File: src/design/pst_pkg.sv
//----------------------------------------------------------------------
// Overview of operation
// Test logic is passive in normal operation; acts only while test runs.
// Self test injects LFSR words at transmit output, loops to framer input.
// Words leaving receive path feed signature and loop into transmit path.
// Signature samples before filter/generator/encoder; those add own signals.
// Test mode chains five state machine registers plus control bits.
// Scan chain serial output drives one signature input bit.
// Setting run bit initialises datapath, LFSR, signature, scan mode.
// After init LFSR and signature advance every byte clock.
// Sixteen-bit LFSR; test ends when LFSR reaches zero, 65535 patterns.
// On completion signature freezes and is readable by host.
// Completion of a run-bit started test raises an interrupt.
// Interrupt clears only by clearing run bit, not by reading.
// Clearing run bit before completion aborts the self test.
// Counter segmentation splits counters into parallel 4-bit segments.
// Segmentation test needs external clock control; factory use only.
// Boundary scan shifts in, captures in parallel, shifts out.
// Boundary chain input test pin 0, output scan-out pin, byte clock.
// Clocks, resets, processor address/control, test and status pins excluded.
// Only output latches of processor data bus are in the chain.
// Chain order: receive symbols, optic off, transmit, MAC, parity, data.
// While self test runs all three loopbacks are forced active.
// Frozen signature holds until a new test starts, readable after stop. The code holds it until a new test completes.
//----------------------------------------------------------------------
package pst_pkg;
    localparam int LFSR_W = 16;
    localparam int PATH_W = 10;
    localparam int SEG_W = 4;
    localparam int SCAN_W = 32;
    localparam int BSC_W = 5 + 1 + 5 + 10 + 1 + 1 + 10 + 16;
    localparam logic [LFSR_W-1:0] LFSR_SEED = 16'h0001;
    localparam logic [LFSR_W-1:0] LFSR_TAPS = 16'hb400;
    localparam logic [LFSR_W-1:0] SIG_TAPS = 16'h8016;
    localparam logic [LFSR_W-1:0] SIG_SEED = 16'h0000;
    localparam logic [2:0] INIT_CYCLES = 3'h2;

    typedef enum logic [1:0] {
        PST_IDLE,
        PST_INIT,
        PST_RUN,
        PST_DONE
    } pst_state_e;

    typedef struct packed {
        logic [PATH_W-1:0] rx_word;
        logic rf_sig;
        logic dsg_sig;
        logic enc_sig;
    } pst_obs_s;

    typedef struct packed {
        logic force_eb_loop;
        logic force_lm_loop;
        logic force_rem_loop;
        logic test_sel;
        logic scan_mode;
        logic path_init;
    } pst_mux_s;

    typedef struct packed {
        pst_state_e state;
        logic [2:0] init_cnt;
        logic [LFSR_W-1:0] lfsr;
        logic [LFSR_W-1:0] sig;
        logic [LFSR_W-1:0] sig_frozen;
        logic [SCAN_W-1:0] scan;
        logic irq;
        logic run_seen;
        logic [1:0] tin_sync;
        logic [BSC_W-1:0] bsc;
    } pst_state_s;
endpackage

File: src/design/pst_selftest.sv
`timescale 1ns/1ns
`default_nettype none
module pst_selftest (
    input wire logic clk, // Byte clock, 50 MHz
    input wire logic reset_n, // Synchronous reset, active low
    input wire logic run_selftest_bit, // Run bit of control_register_a
    input wire pst_pkg::pst_obs_s obs, // Receive path end and filter signals
    input wire logic [pst_pkg::SCAN_W-1:0] fsm_scan_load, // Parallel fsm/control bits
    input wire logic seg_test_mode, // Counter segmentation test select
    input wire logic bscan_shift, // Boundary scan serial mode
    input wire logic bscan_capture, // Boundary scan parallel capture
    input wire logic test_pin0, // Boundary scan serial in
    input wire logic [pst_pkg::BSC_W-1:0] bscan_pins, // Latch values in chain order
    output logic [pst_pkg::PATH_W-1:0] test_word, // LFSR word to test data mux
    output pst_pkg::pst_mux_s mux_ctl, // Loopback and test overrides
    output logic [pst_pkg::LFSR_W-1:0] signature, // Frozen signature to host port
    output logic selftest_irq, // Completion interrupt level
    output logic selftest_busy, // Test active
    output logic [pst_pkg::SEG_W-1:0] seg_carry_cut, // Segment carry break mask
    output logic scan_out_pin // Boundary chain serial out
);
    pst_pkg::pst_state_s cur_ff, nxt_ff;
    logic active;

    //------------------------------------------------------------------
    // Next state
    //------------------------------------------------------------------
    // One process so all state moves together
    always_comb begin
        logic fb;
        logic [pst_pkg::LFSR_W-1:0] din;
        fb = 1'b0;
        din = '0;
        nxt_ff = cur_ff;
        // Two flops before the chain sees the pin
        nxt_ff.tin_sync = {cur_ff.tin_sync[0], test_pin0};
        case (cur_ff.state)
            pst_pkg::PST_IDLE: begin
                nxt_ff.irq = 1'b0;
                if (run_selftest_bit && !cur_ff.run_seen) begin
                    nxt_ff.state = pst_pkg::PST_INIT;
                    nxt_ff.init_cnt = '0;
                    nxt_ff.run_seen = 1'b1;
                end
                if (!run_selftest_bit) begin
                    nxt_ff.run_seen = 1'b0;
                end
            end
            pst_pkg::PST_INIT: begin
                nxt_ff.lfsr = pst_pkg::LFSR_SEED;
                nxt_ff.sig = pst_pkg::SIG_SEED;
                nxt_ff.scan = fsm_scan_load;
                nxt_ff.init_cnt = cur_ff.init_cnt + 3'h1;
                if (!run_selftest_bit) begin
                    nxt_ff.state = pst_pkg::PST_IDLE;
                    nxt_ff.run_seen = 1'b0;
                end else if (cur_ff.init_cnt == pst_pkg::INIT_CYCLES) begin
                    nxt_ff.state = pst_pkg::PST_RUN;
                end
            end
            pst_pkg::PST_RUN: begin
                // Galois LFSR; the step that would wrap to the seed lands on zero,
                // so exactly one full period of nonzero words goes out
                fb = cur_ff.lfsr[0];
                nxt_ff.lfsr = (cur_ff.lfsr >> 1) ^ (fb ? pst_pkg::LFSR_TAPS : '0);
                if (nxt_ff.lfsr == pst_pkg::LFSR_SEED) begin
                    nxt_ff.lfsr = '0;
                end
                // Signature compacts receive word, filter signals and scan bit
                din = {2'h0, cur_ff.scan[pst_pkg::SCAN_W-1], obs.enc_sig,
                       obs.dsg_sig, obs.rf_sig, obs.rx_word}; // see R03
                nxt_ff.sig = ({cur_ff.sig[pst_pkg::LFSR_W-2:0], 1'b0}
                             ^ (cur_ff.sig[pst_pkg::LFSR_W-1] ? pst_pkg::SIG_TAPS : '0))
                             ^ din;
                nxt_ff.scan = {cur_ff.scan[pst_pkg::SCAN_W-2:0],
                               cur_ff.scan[pst_pkg::SCAN_W-1]};
                if (!run_selftest_bit) begin
                    nxt_ff.state = pst_pkg::PST_IDLE;
                    nxt_ff.run_seen = 1'b0;
                end else if (cur_ff.lfsr == '0) begin
                    nxt_ff.state = pst_pkg::PST_DONE;
                    nxt_ff.sig_frozen = cur_ff.sig;
                    nxt_ff.irq = 1'b1;
                end
            end
            pst_pkg::PST_DONE: begin
                // Run bit low is the only way back; reads have no effect
                if (!run_selftest_bit) begin
                    nxt_ff.irq = 1'b0;
                    nxt_ff.run_seen = 1'b0;
                    nxt_ff.state = pst_pkg::PST_IDLE;
                end
            end
            default: begin
                nxt_ff.state = pst_pkg::PST_IDLE;
            end
        endcase
        // Boundary chain: pin enters at the receive-symbol end, data bit 0 leaves first
        if (bscan_capture) begin
            nxt_ff.bsc = bscan_pins; // see R16 see R18 see R19
        end else if (bscan_shift) begin
            nxt_ff.bsc = {cur_ff.tin_sync[1], cur_ff.bsc[pst_pkg::BSC_W-1:1]};
        end
    end

    //------------------------------------------------------------------
    // Registers
    //------------------------------------------------------------------
    always_ff @(posedge clk) begin
        if (!reset_n) begin
            cur_ff <= '0;
        end else begin
            cur_ff <= nxt_ff;
        end
    end

    //------------------------------------------------------------------
    // Outputs
    //------------------------------------------------------------------
    // Overrides only while running, otherwise data path is untouched
    assign active = (cur_ff.state == pst_pkg::PST_INIT) || (cur_ff.state == pst_pkg::PST_RUN);
    assign mux_ctl.force_eb_loop = active; // see R01
    assign mux_ctl.force_lm_loop = active;
    assign mux_ctl.force_rem_loop = active; // see R21
    assign mux_ctl.test_sel = active;
    assign mux_ctl.scan_mode = active;
    assign mux_ctl.path_init = (cur_ff.state == pst_pkg::PST_INIT);
    assign test_word = cur_ff.lfsr[pst_pkg::PATH_W-1:0];
    assign signature = cur_ff.sig_frozen; // see R10
    assign selftest_irq = cur_ff.irq;
    assign selftest_busy = active;
    // Every segment boundary cut while segmentation mode selected
    assign seg_carry_cut = {pst_pkg::SEG_W{seg_test_mode}};
    assign scan_out_pin = cur_ff.bsc[0]; // see R17
endmodule // pst_selftest
`default_nettype wire

File: config.mk
export PLATFORM = sky130hd
export DESIGN_NAME = pst_selftest
export DESIGN_NICKNAME = d
export VERILOG_FILES = /design/src/design/pst_pkg.sv /design/src/design/pst_selftest.sv
export SDC_FILE = /design/constraint.sdc
export NUM_CORES = 1
export LEC_CHECK = 0
export BUFFER_PORTS_ARGS = -buffer_cell sky130_fd_sc_hd__buf_4
export CAP_MARGIN = 20
export CORE_ASPECT_RATIO = 2
export CORE_MARGIN = 3
export CORE_UTILIZATION = 50
export DETAILED_ROUTE_END_ITERATION = 12
export PLACE_DENSITY = 0.74
export SLEW_MARGIN = 5
export SYNTH_ARGS = -nofsm -noshare
export SYNTH_HDL_FRONTEND = slang
export SYNTH_SLANG_ARGS = --single-unit
File: constraint.sdc
create_clock -name clk -period 3.4 [get_ports clk]
set_input_delay 0.34 -clock clk [delete_from_list [all_inputs] [get_ports clk]]
set_output_delay 0.34 -clock clk [all_outputs]
set_load 0.03 [all_outputs]
---- Word-level counts from Yosys, hierarchy flattened ----
Cells that the tools add are included.
word-level totals
  bits in registers ....................... 138
  word-level logic and storage cells ...... 64
cells by class
  add/subtract/negate cells ............... 1
  eq/ne operators ......................... 13
  muxes and demuxes ....................... 22
  bitwise operators ....................... 3
  reduce and logical (&&, ||, !) cells .... 15
operators with widths
  operator                                                                  number
  32-bit case mux with 2 select lines                                       2
  49-bit 2-to-1 mux                                                         2
  16-bit 2-to-1 mux                                                         3
  16-bit by 1-bit equality test with 1-bit output (second input constant)   1
  16-bit logical NOT                                                        1
  15-bit by 16-bit bitwise XOR with 16-bit output                           1
  16-bit by 14-bit bitwise XOR with 16-bit output                           1
  16-bit bitwise XOR                                                        1
  2-bit 2-to-1 mux                                                          5
  2-bit inequality test (second input constant)                             5
  2-bit case mux with 4 select lines                                        1
  4-bit AND reduction                                                       2
  3-bit inequality test (second input constant)                             2
  1-bit case mux with 3 select lines                                        2
  3-bit case mux with 2 select lines                                        1
  3-bit AND reduction                                                       2
  2-bit nonzero test                                                        3
  1-bit 2-to-1 mux                                                          5
  5-bit 2-to-1 mux                                                          1
  2-bit equality test (second input constant)                               2
  3-bit by 1-bit adder with 3-bit output (second input constant)            1
  3-bit by 2-bit equality test with 1-bit output (second input constant)    1
  3-bit by 2-bit inequality test with 1-bit output (second input constant)  1
  3-bit nonzero test                                                        1
  7 further kinds                                                           7

---- Longest topological paths before layout ----
Gate-level depths: netlist of the first run.
  depth in word-level cells ............... 5
  depth in mapped cells ................... 9
  depth with buffers taken out ............ 6

---- Worst setup path after synthesis of the first run ----
No wires, ideal clock.
  path kind ............................... register to register
  start ................................... reg cur_ff[136] (netlist bit)
  end ..................................... reg cur_ff[109] (netlist bit)
  setup time .............................. 0.115 ns
  arrival time ............................ 1.876 ns
  data required time ...................... 3.285 ns
  setup slack ............................. 1.409 ns
  cell stages (with the launch flop) ...... 7
  buffers on the path ..................... 2
  path through ............................ dfxtp_1 inv_1 ha_1 clkbuf_1 clkbuf_1 o22ai_1 and2_1
between the ends
  word-level cells in the longest chain between the ends .. 2
  elaborated cells between the ends (all ways) .. 4
RTL lines
  item                                                                                          line                 source
  start: declaration                                                                            pst_selftest.sv:22   pst_pkg::pst_state_s cur_ff, nxt_ff;
  start signal: assignment                                                                      pst_selftest.sv:113  cur_ff <= nxt_ff;
  2-bit equality test / 2-bit by 1-bit equality test with 1-bit output (equally long branches)  pst_selftest.sv:37   case (cur_ff.state)
  32-bit case mux with 2 select lines / 2-bit nonzero test (equally long branches)              n/a
Parallel ways exist; a longest one is shown, timed or not.
A chain may end at the register's enable or synchronous reset.

---- Final worst setup path of the first run ----
  start ................................... reg cur_ff[136] (netlist bit)
  end ..................................... reg cur_ff[129] (netlist bit)
Same word-level chain as after synthesis.

==> out/metrics.yaml, run 1 <==
skew_ps: 6.02
die_area_um2: 14900
netlist-cell-type-count: 38
place_congestion: 0.806
fin_tns_setup_ps: 0
hold_viol_final: 0
clkTransAtPathRegs_ps: 60
clock_sinks: 138
num_vias: 5140
clockRootBuffer: "clkbuf_16"
status: "finished, final reports clean"
cp.arrival_ps: 2510
grt_first_pass_wirelength_um: 22700
rr_endpoint: "cur_ff[129]"
cts_buffer_depth: 2
cts_resized: 0
hold_path_end: "cur_ff[49]"
grt_max_degree: 106
critPathRequiredTime_ps: 3690
maxSlewViolCount: 0
holdBufCountCts: 0
core_um2: 13100
syn2layout_area_growth_pct: 20.6
slowest_delay_ps: 590
crit_chain: "inv_1 > ha_4 > buf_4 > o22ai_1 > and2_1"
fin_nets: 917
hold_path_depth: 2
syn_avg_cell_area_um2: 9.02
worst_hold_slack_ps: 157
floorplan.die.height_um: 170
synthTopCellsByArea: "dfxtp_1 41%, mux2i_1 15%, nand2_1 6.8%, and2_1 6.1%, o211a_1 5.1%"
synth_edf_count: 0
mostFrequentLayoutCells: "138 x dfxtp_1, 136 x buf_4, 122 x nand2_1"
rsz0062_at_grt: "no"
path_max_fanout: 62
postRouteAntennaNets: 0
io_pins: 140
place.detailed.hpwl_um: 9680
power.density_nw_per_um2: 554
wirelength_um: 14100
htreeDepth: 4
cp-end-kind: "flip-flop"
diodes: 0
final_common_cell: "dfxtp_1"
clk_latency_ps: 400
period_share_pct: 65.4
syn-cell-area_um2: 6710
p_leak_nw: 3.56
fill_cells: 1144
min_path_type: "input port to flip-flop"
synth_top_area_share_pct: 41.2
antenna_found_initial: 0
rows: 59
rrSetupSlack_ps: 1180
layout-drive-gt1-share_pct: 21.3
detail_route.iter0.violations: 223
grt_usage_pct: 18.7
cpMaxStageDelayCell: "ha_4"
die_x_um: 87.9
start_kind: "flip-flop"
max_slew_margin_pct: 41.8
finalSetupViolations: 0
initial_utilization_pct: 51.4
holdCritStartpoint: "test_pin0"
vias_per_cell: 5.28
r2r_cells: 5
ys_seq_area_share_pct: 41.2
async_flop_share_pct: 0
tritoncts: "built"
synth_top_area_cell: "dfxtp_1"
reg2reg_from: "cur_ff[136]"
maxCapViolCount: 0
wl_per_cell_um: 14.5
post-cts-setup-buffers: 0
path_class: "flip-flop to flip-flop"
grt_pass1_vias: 5134
worst_pin_slew_ps: 873
ir_drop_mv: 0.519
drc: 0
overflow: 0
syn_nets: 852
synth_cells: 744
synth-seq-cells: 138
cts_buffers: 17
fin_crit_ps: 2220
synth_ff_type: "dfxtp_1"
fmax_mhz: 450
yosys_warnings: 0
firstDrtPassIters: 4
port_buffers: 134
-- cell families after synthesis --
kind of cell	count (synthesis)	synth area share, %
buf+inv	109	8.67
simple gates	244	18.8
fa+ha+maj	7	1.30
xor+xnor	19	2.48
compound gates	129	12.9
mux	98	14.6
flops	138	41.2
-- registers in the layout, summed over array words and instances, names as in the netlist --
signal / count
cur_ff: 110
signature: 16
test_word: 10
scan_out_pin: 1
selftest_irq: 1
-- per-stage QoR --
step | setup slack (ps) | power [mW] | cell area [um2] | cells | utilization [%]
6_report | 1180 | 4.49 | 8090 | 974 | 61.9
5_1_grt | 1020 | 4.68 | 8090 | 974 | 61.9
4_1_cts | 1210 | 4.53 | 8090 | 974 | 61.9
3_5_place_dp | 1240 | 2.51 | 7440 | 942 | 57.0
3_3_place_gp | 1380 | 2.48 | 7440 | 942 | 57.0
2_1_floorplan | 1410 | 2.33 | 6710 | 744 | -
-- worst max path at each step --
stage | startpoint | end | slack, ps | cells after the start
4_1_cts | cur_ff[136] | cur_ff[129] | 1210 | 5
3_3_place_gp | cur_ff[136] | cur_ff[129] | 1380 | 5
3_5_place_dp | cur_ff[136] | cur_ff[129] | 1240 | 5
5_1_grt | cur_ff[136] | cur_ff[129] | 1020 | 5
2_1_floorplan | cur_ff[136] | cur_ff[109] | 1410 | 6
6_report | cur_ff[136] | cur_ff[129] | 1180 | 5
-- routing by layer --
layer  global-route usage (%)  vias to the layer above  part of all wire (%)
li1                         -                     2599                     -
met1                     20.1                     2369                    38
met2                     34.4                      147                    55
met3                     4.02                       25                   5.6
met4                     7.75                        0                   1.9
met5                        0                        -                     0
-- critical path: cells and delay by family, from the launching register on --
| family | cells | cell delay (ps) |
|---|---|---|
| buf+inv | 2 | 710 |
| fa+ha+maj | 1 | 590 |
| flops | 1 | 400 |
| compound gates | 1 | 180 |
| simple gates | 1 | 180 |
-- cell type report --
cell class	count	area [um2]	share of cell area [%]
clock inverters	13	216	2.67
clock buffers	19	433	5.35
repair buffers	137	1040	12.9
flip-flops and latches	138	2760	34.1
multi-input cells	497	3380	41.8
well taps	152	190	2.35
inverters	18	67.6	0.835
-- synthesized netlist by cell type, types with 3 or more instances --
library cell,instances
nand2_1,122
nor4_4,3
o211a_1,34
o22ai_1,13
a21boi_0,5
nand2b_1,5
xnor2_1,19
buf_2,8
nor2b_1,31
inv_1,18
buf_4,37
dfxtp_1,138
o21ai_0,54
nor2_1,6
and2_1,65
clkbuf_1,37
ha_1,7
mux2i_1,98
a21oi_1,16
buf_1,7
nand3_1,4
-- where the power goes --
part	leakage (nW)	switching, mW	internal (mW)
logic	2.13	0.350	0.313
registers	1.13	0.0738	1.74
clock network	0.310	0.696	1.31
No activity file was read; power rests on OpenSTA's default activity.
==> run 2, diff against run 1 <==
ABC_AREA = 1   (was not set)
PLACE_DENSITY = 0.75   (was 0.74)
clock period = 2.3 ns   (was 3.4 ns; I/O delays follow)
==> run 2 against run 1 <==
Compared with the run above:
- clock-buffer cell count is 2 higher
- worst setup slack worse by 990 ps
- clock power is 33% higher
- via count is 9.8% higher
- power is 87% higher
- critical endpoint is now mux_ctl[2]
- highest routed layer unchanged
==> out/metrics.yaml, run 2 <==
p_leak_nw: 3.40
fin_crit_ps: 2110
grt_max_degree: 98
drc: 0
status: "finished, final reports clean"
dp_slack_ps: 466
synth_ff_type: "dfxtp_1"
layout-drive-gt1-share_pct: 20.3
grt_first_pass_wirelength_um: 24100
clkTransAtPathRegs_ps: 60
firstDrtPassIters: 5
crit_chain: "inv_1 > ha_1 > buf_6 > buf_4"
postRouteAntennaNets: 0
worst_hold_slack_ps: 24.0
rsz0062_at_grt: "no"
async_flop_share_pct: 0
initial_utilization_pct: 51.1
grt_pass1_vias: 5356
place_congestion: 0.817
overflow: 0
skew_ps: 7.69
critPathRequiredTime_ps: 2070
worst_pin_slew_ps: 520
synth_edf_count: 0
maxCapViolCount: 0
crit_buf_inv: 3
io_pins: 140
mostFrequentLayoutCells: "301 x nand2_1, 144 x buf_4, 138 x dfxtp_1"
wirelength_um: 14500
detail_route.iter0.violations: 265
tritoncts: "built"
slowest_delay_ps: 460
setup_ws_ps: 188
die_area_um2: 13900
synth_top_area_cell: "dfxtp_1"
fin_tns_setup_ps: 0
die_x_um: 85.0
largest_register: "cur_ff"
syn-cell-area_um2: 6240
cp-end-kind: "output port"
syn_avg_cell_area_um2: 7.24
cp.arrival_ps: 1880
vias_per_cell: 5.15
period_share_pct: 91.8
max_slew_margin_pct: 64.9
start_kind: "flip-flop"
synthTopCellsByArea: "dfxtp_1 44%, nand2_1 18%, a21oi_1 6.0%, nand3_1 5.9%, buf_4 4.6%"
clock_sinks: 138
holdBufCountCts: 0
antenna_found_initial: 0
cpMaxStageDelayCell: "ha_1"
synth_cells: 862
synthTopCellsByCount: "301 x nand2_1, 138 x dfxtp_1, 75 x a21oi_1"
htreeDepth: 4
rows: 57
fill_cells: 1110
synth-seq-cells: 138
fmax_mhz: 473
multi_input_area_um2: 2740
floorplan.die.height_um: 164
syn_nets: 970
core_um2: 12200
ys_seq_area_share_pct: 44.3
clockRootBuffer: "clkbuf_16"
yosysMostFrequentCell: "nand2_1"
yosys_warnings: 0
min_path_type: "input port to flip-flop"
hold_viol_final: 0
cts_buffer_depth: 2
path_class: "flip-flop to output port"
largest_reg_flops: 110
synth_top_area_share_pct: 44.3
clk_latency_ps: 410
cts_buffers: 17
grt_usage_pct: 21.2
maxSlewViolCount: 0
cp_top_family: "buffers and inverters"
finalSetupViolations: 0
fin_nets: 1045
final_common_cell: "nand2_1"
path_max_fanout: 38
power.density_nw_per_um2: 1100
num_vias: 5646
seqCellArea_um2: 2760
syn2layout_area_growth_pct: 22.0
diodes: 0
ir_drop_mv: 0.785
place.detailed.hpwl_um: 9800
port_buffers: 134
netlist-cell-type-count: 33
wl_per_cell_um: 13.3
-- run 2: timing repair --
action	4_1_cts	5_1_grt
setup endpoints to repair	0	6
resized for setup	0	1
setup buffers	0	0
-- run 2: per-stage QoR --
stage / util, % / instances / cell area (um2) / power (mW)
5_1_grt: 62.4 / 1096 / 7610 / 8.93
3_5_place_dp: 57.6 / 1065 / 7020 / 5.75
6_report: 62.4 / 1096 / 7610 / 8.39
4_1_cts: 62.4 / 1096 / 7610 / 8.44
2_1_floorplan: - / 862 / 6240 / 5.13
3_3_place_gp: 57.6 / 1065 / 7020 / 5.70
-- run 2: cells by family after synthesis --
logic type	share of synthesized area, %
AND/OR/NAND/NOR	28.4
adder cells (fa/ha/maj)	1.40
flip-flops	44.3
XOR/XNOR	0.702
AO/OA/AOI/OAI	13.4
buffers and inverters	11.8
-- run 2: path summary, 6_finish.rpt --
path / slack (ps) / startpoint / cells after the start / end
max: 190 / cur_ff[136] / 4 / mux_ctl[2]
min: 20 / test_pin0 / 3 / cur_ff[49]
max reg2reg: 440 / cur_ff[136] / 9 / cur_ff[69]
min reg2reg: 410 / cur_ff[49] / 2 / cur_ff[50]
-- run 2: report_power, final --
group | internal (mW) | switching (mW)
clock network | 1.68 | 1.00
logic | 0.992 | 1.75
registers | 2.76 | 0.211
total | 5.42 | 2.96
-- run 2: layer usage --
| metal | GRT usage, % | wire (um) | part of all wire (%) |
|---|---|---|---|
| met2 | 38.7 | 7980 | 55 |
| met1 | 22.9 | 5660 | 39 |
| met3 | 6.48 | 642 | 4.4 |
| met5 | 0 | 0 | 0 |
| met4 | 6.84 | 243 | 1.7 |
-- run 2: area by class of cell --
cell class | instances | share of cell area [%]
multi-input combinational | 578 | 36.0
inverter | 55 | 2.71
clock buffer | 21 | 6.18
tap | 147 | 2.42
timing repair buffer | 147 | 14.9
sequential | 138 | 36.3
clock inverter | 10 | 1.56
-- run 2: worst reg2reg max path: cells and delay by family, from the launching register on --
family / cells / cell delay (ps)
adders and majority gates: 1 / 460
buffers and inverters: 4 / 630
DFF: 1 / 360
and+or+nand+nor: 4 / 360
==> run 3, diff against run 2 <==
HOLD_SLACK_MARGIN = 0.03   (was not set)
==> run 3 against run 2 <==
Compared with the run above:
- utilization grew 0.082 points
- wire length shrank 0.23%
- highest routed layer unchanged
- die area unchanged
- global-route usage about the same
- worst hold slack improved by 62 ps
- clock-buffer cell count stayed put
- clock power about the same
- register-to-register slack barely moved
- power barely moved
- cell area rose by 0.13%
- non-clock buffer count grew 1
- worst setup slack improved by 1.5 ps
- critical path type unchanged
==> out/metrics.yaml, run 3 (synthesized netlist as in run 2, its figures left out) <==
status: "finished, final reports clean"
p_leak_nw: 3.40
fmax_mhz: 474
maxCapViolCount: 0
fin_util_pct: 62.5
wirelength_um: 14500
path_class: "flip-flop to output port"
fin_tns_setup_ps: 0
io_pins: 140
fin_area_um2: 7620
final_common_cell: "nand2_1"
grt_usage_pct: 21.2
finalSetupViolations: 0
dp_slack_ps: 466
die_area_um2: 13900
final_cells: 1097
largest_register: "cur_ff"
start_kind: "flip-flop"
place.detailed.hpwl_um: 9800
holdCritStartpoint: "obs[3]"
worst_pin_slew_ps: 505
startpoint: "cur_ff[136]"
largest_reg_flops: 110
reg2reg_from: "cur_ff[136]"
wl_met3_um: 567
wl_per_cell_um: 13.2
grt_pass1_vias: 5349
clkTransAtPathRegs_ps: 60
grt_max_degree: 98
drc: 0
rsz0062_at_grt: "no"
rrSetupSlack_ps: 430
cpMaxStageDelayCell: "ha_1"
cts_buffer_depth: 2
overflow: 0
syn2layout_area_growth_pct: 22.2
floorplan.die.height_um: 164
max_slew_margin_pct: 66.0
top_layer_used: "met4"
mostFrequentLayoutCells: "301 x nand2_1, 144 x buf_4, 138 x dfxtp_1"
period_share_pct: 91.8
core_um2: 12200
layout-drive-gt1-share_pct: 20.3
worst_hold_slack_ps: 86.4
fin_crit_ps: 2110
initial_utilization_pct: 51.1
clockRootBuffer: "clkbuf_16"
detail_route.iter0.violations: 247
drt-met1-wl_um: 5690
skew_ps: 9.21
rows: 57
ir_drop_mv: 0.783
power.density_nw_per_um2: 1100
crit_chain: "inv_1 > ha_1 > buf_6 > buf_4"
vias_per_cell: 5.14
postRouteAntennaNets: 0
firstDrtPassIters: 4
wl_met2_um: 8010
clk_latency_ps: 410
diodes: 0
fin_total_pwr_mw: 8.38
cp.arrival_ps: 1880
cp-end-kind: "output port"
dp_cells: 1065
htreeDepth: 4
critPathRequiredTime_ps: 2070
clock_sinks: 138
slowest_delay_ps: 460
num_vias: 5636
antenna_found_initial: 0
seqCellArea_um2: 2760
multi_input_area_um2: 2740
place_congestion: 0.817
die_x_um: 85.0
setup_ws_ps: 189
path_max_fanout: 38
grt_first_pass_wirelength_um: 24100
port_buffers: 134
fill_cells: 1107
cts_buffers: 17
maxSlewViolCount: 0
fin_nets: 1046
place_area_um2: 7020
hold_viol_final: 0
min_path_type: "input port to flip-flop"
tritoncts: "built"
-- run 3: cell types whose count changed in the layout (fill, tap and decap cells not counted) --
cell,change
dlygate4sd3_1,+1
-- run 3: layout make-up --
class                      count  share of cell area (%)
timing repair buffer         148                    15.0
clock inverter                10                    1.56
clock buffer                  21                    6.17
inverter                      55                    2.71
multi-input combinational    578                    35.9
tap                          147                    2.41
sequential                   138                    36.2
-- run 3: metal layers --
layer | track usage (%) | up-vias
met1 | 22.9 | 2589
met2 | 38.7 | 105
li1 | - | 2928
met4 | 6.84 | 0
met5 | 0 | -
met3 | 6.48 | 14
-- run 3: power by group --
part           internal [mW]  switching, mW  leakage, nW  total, mW
registers               2.76          0.211         1.13       2.97
clock network           1.68          0.998        0.281       2.68
logic                  0.993           1.75         1.99       2.74
total                   5.43           2.96         3.40       8.38
-- run 3: critical path, delay by kind of cell, from the launching register on --
family / cells / cell delay [ps]
buffers and inverters: 3 / 640
adder cells (fa/ha/maj): 1 / 460
flip-flops: 1 / 370
-- run 3: repair_timing --
| action | CTS | global route |
|---|---|---|
| gates resized for setup | 0 | 1 |
| buffers inserted | 0 | 0 |
| endpoints found under the setup margin | 0 | 6 |
| hold buffers | 1 | 0 |
| hold endpoints to repair | 1 | 0 |
-- run 3: final timing paths --
path,cells past startpoint,end
hold reg to reg,2,cur_ff[50]
setup reg to reg,9,cur_ff[69]
setup / recovery,4,mux_ctl[2]
hold / removal,3,cur_ff[101]
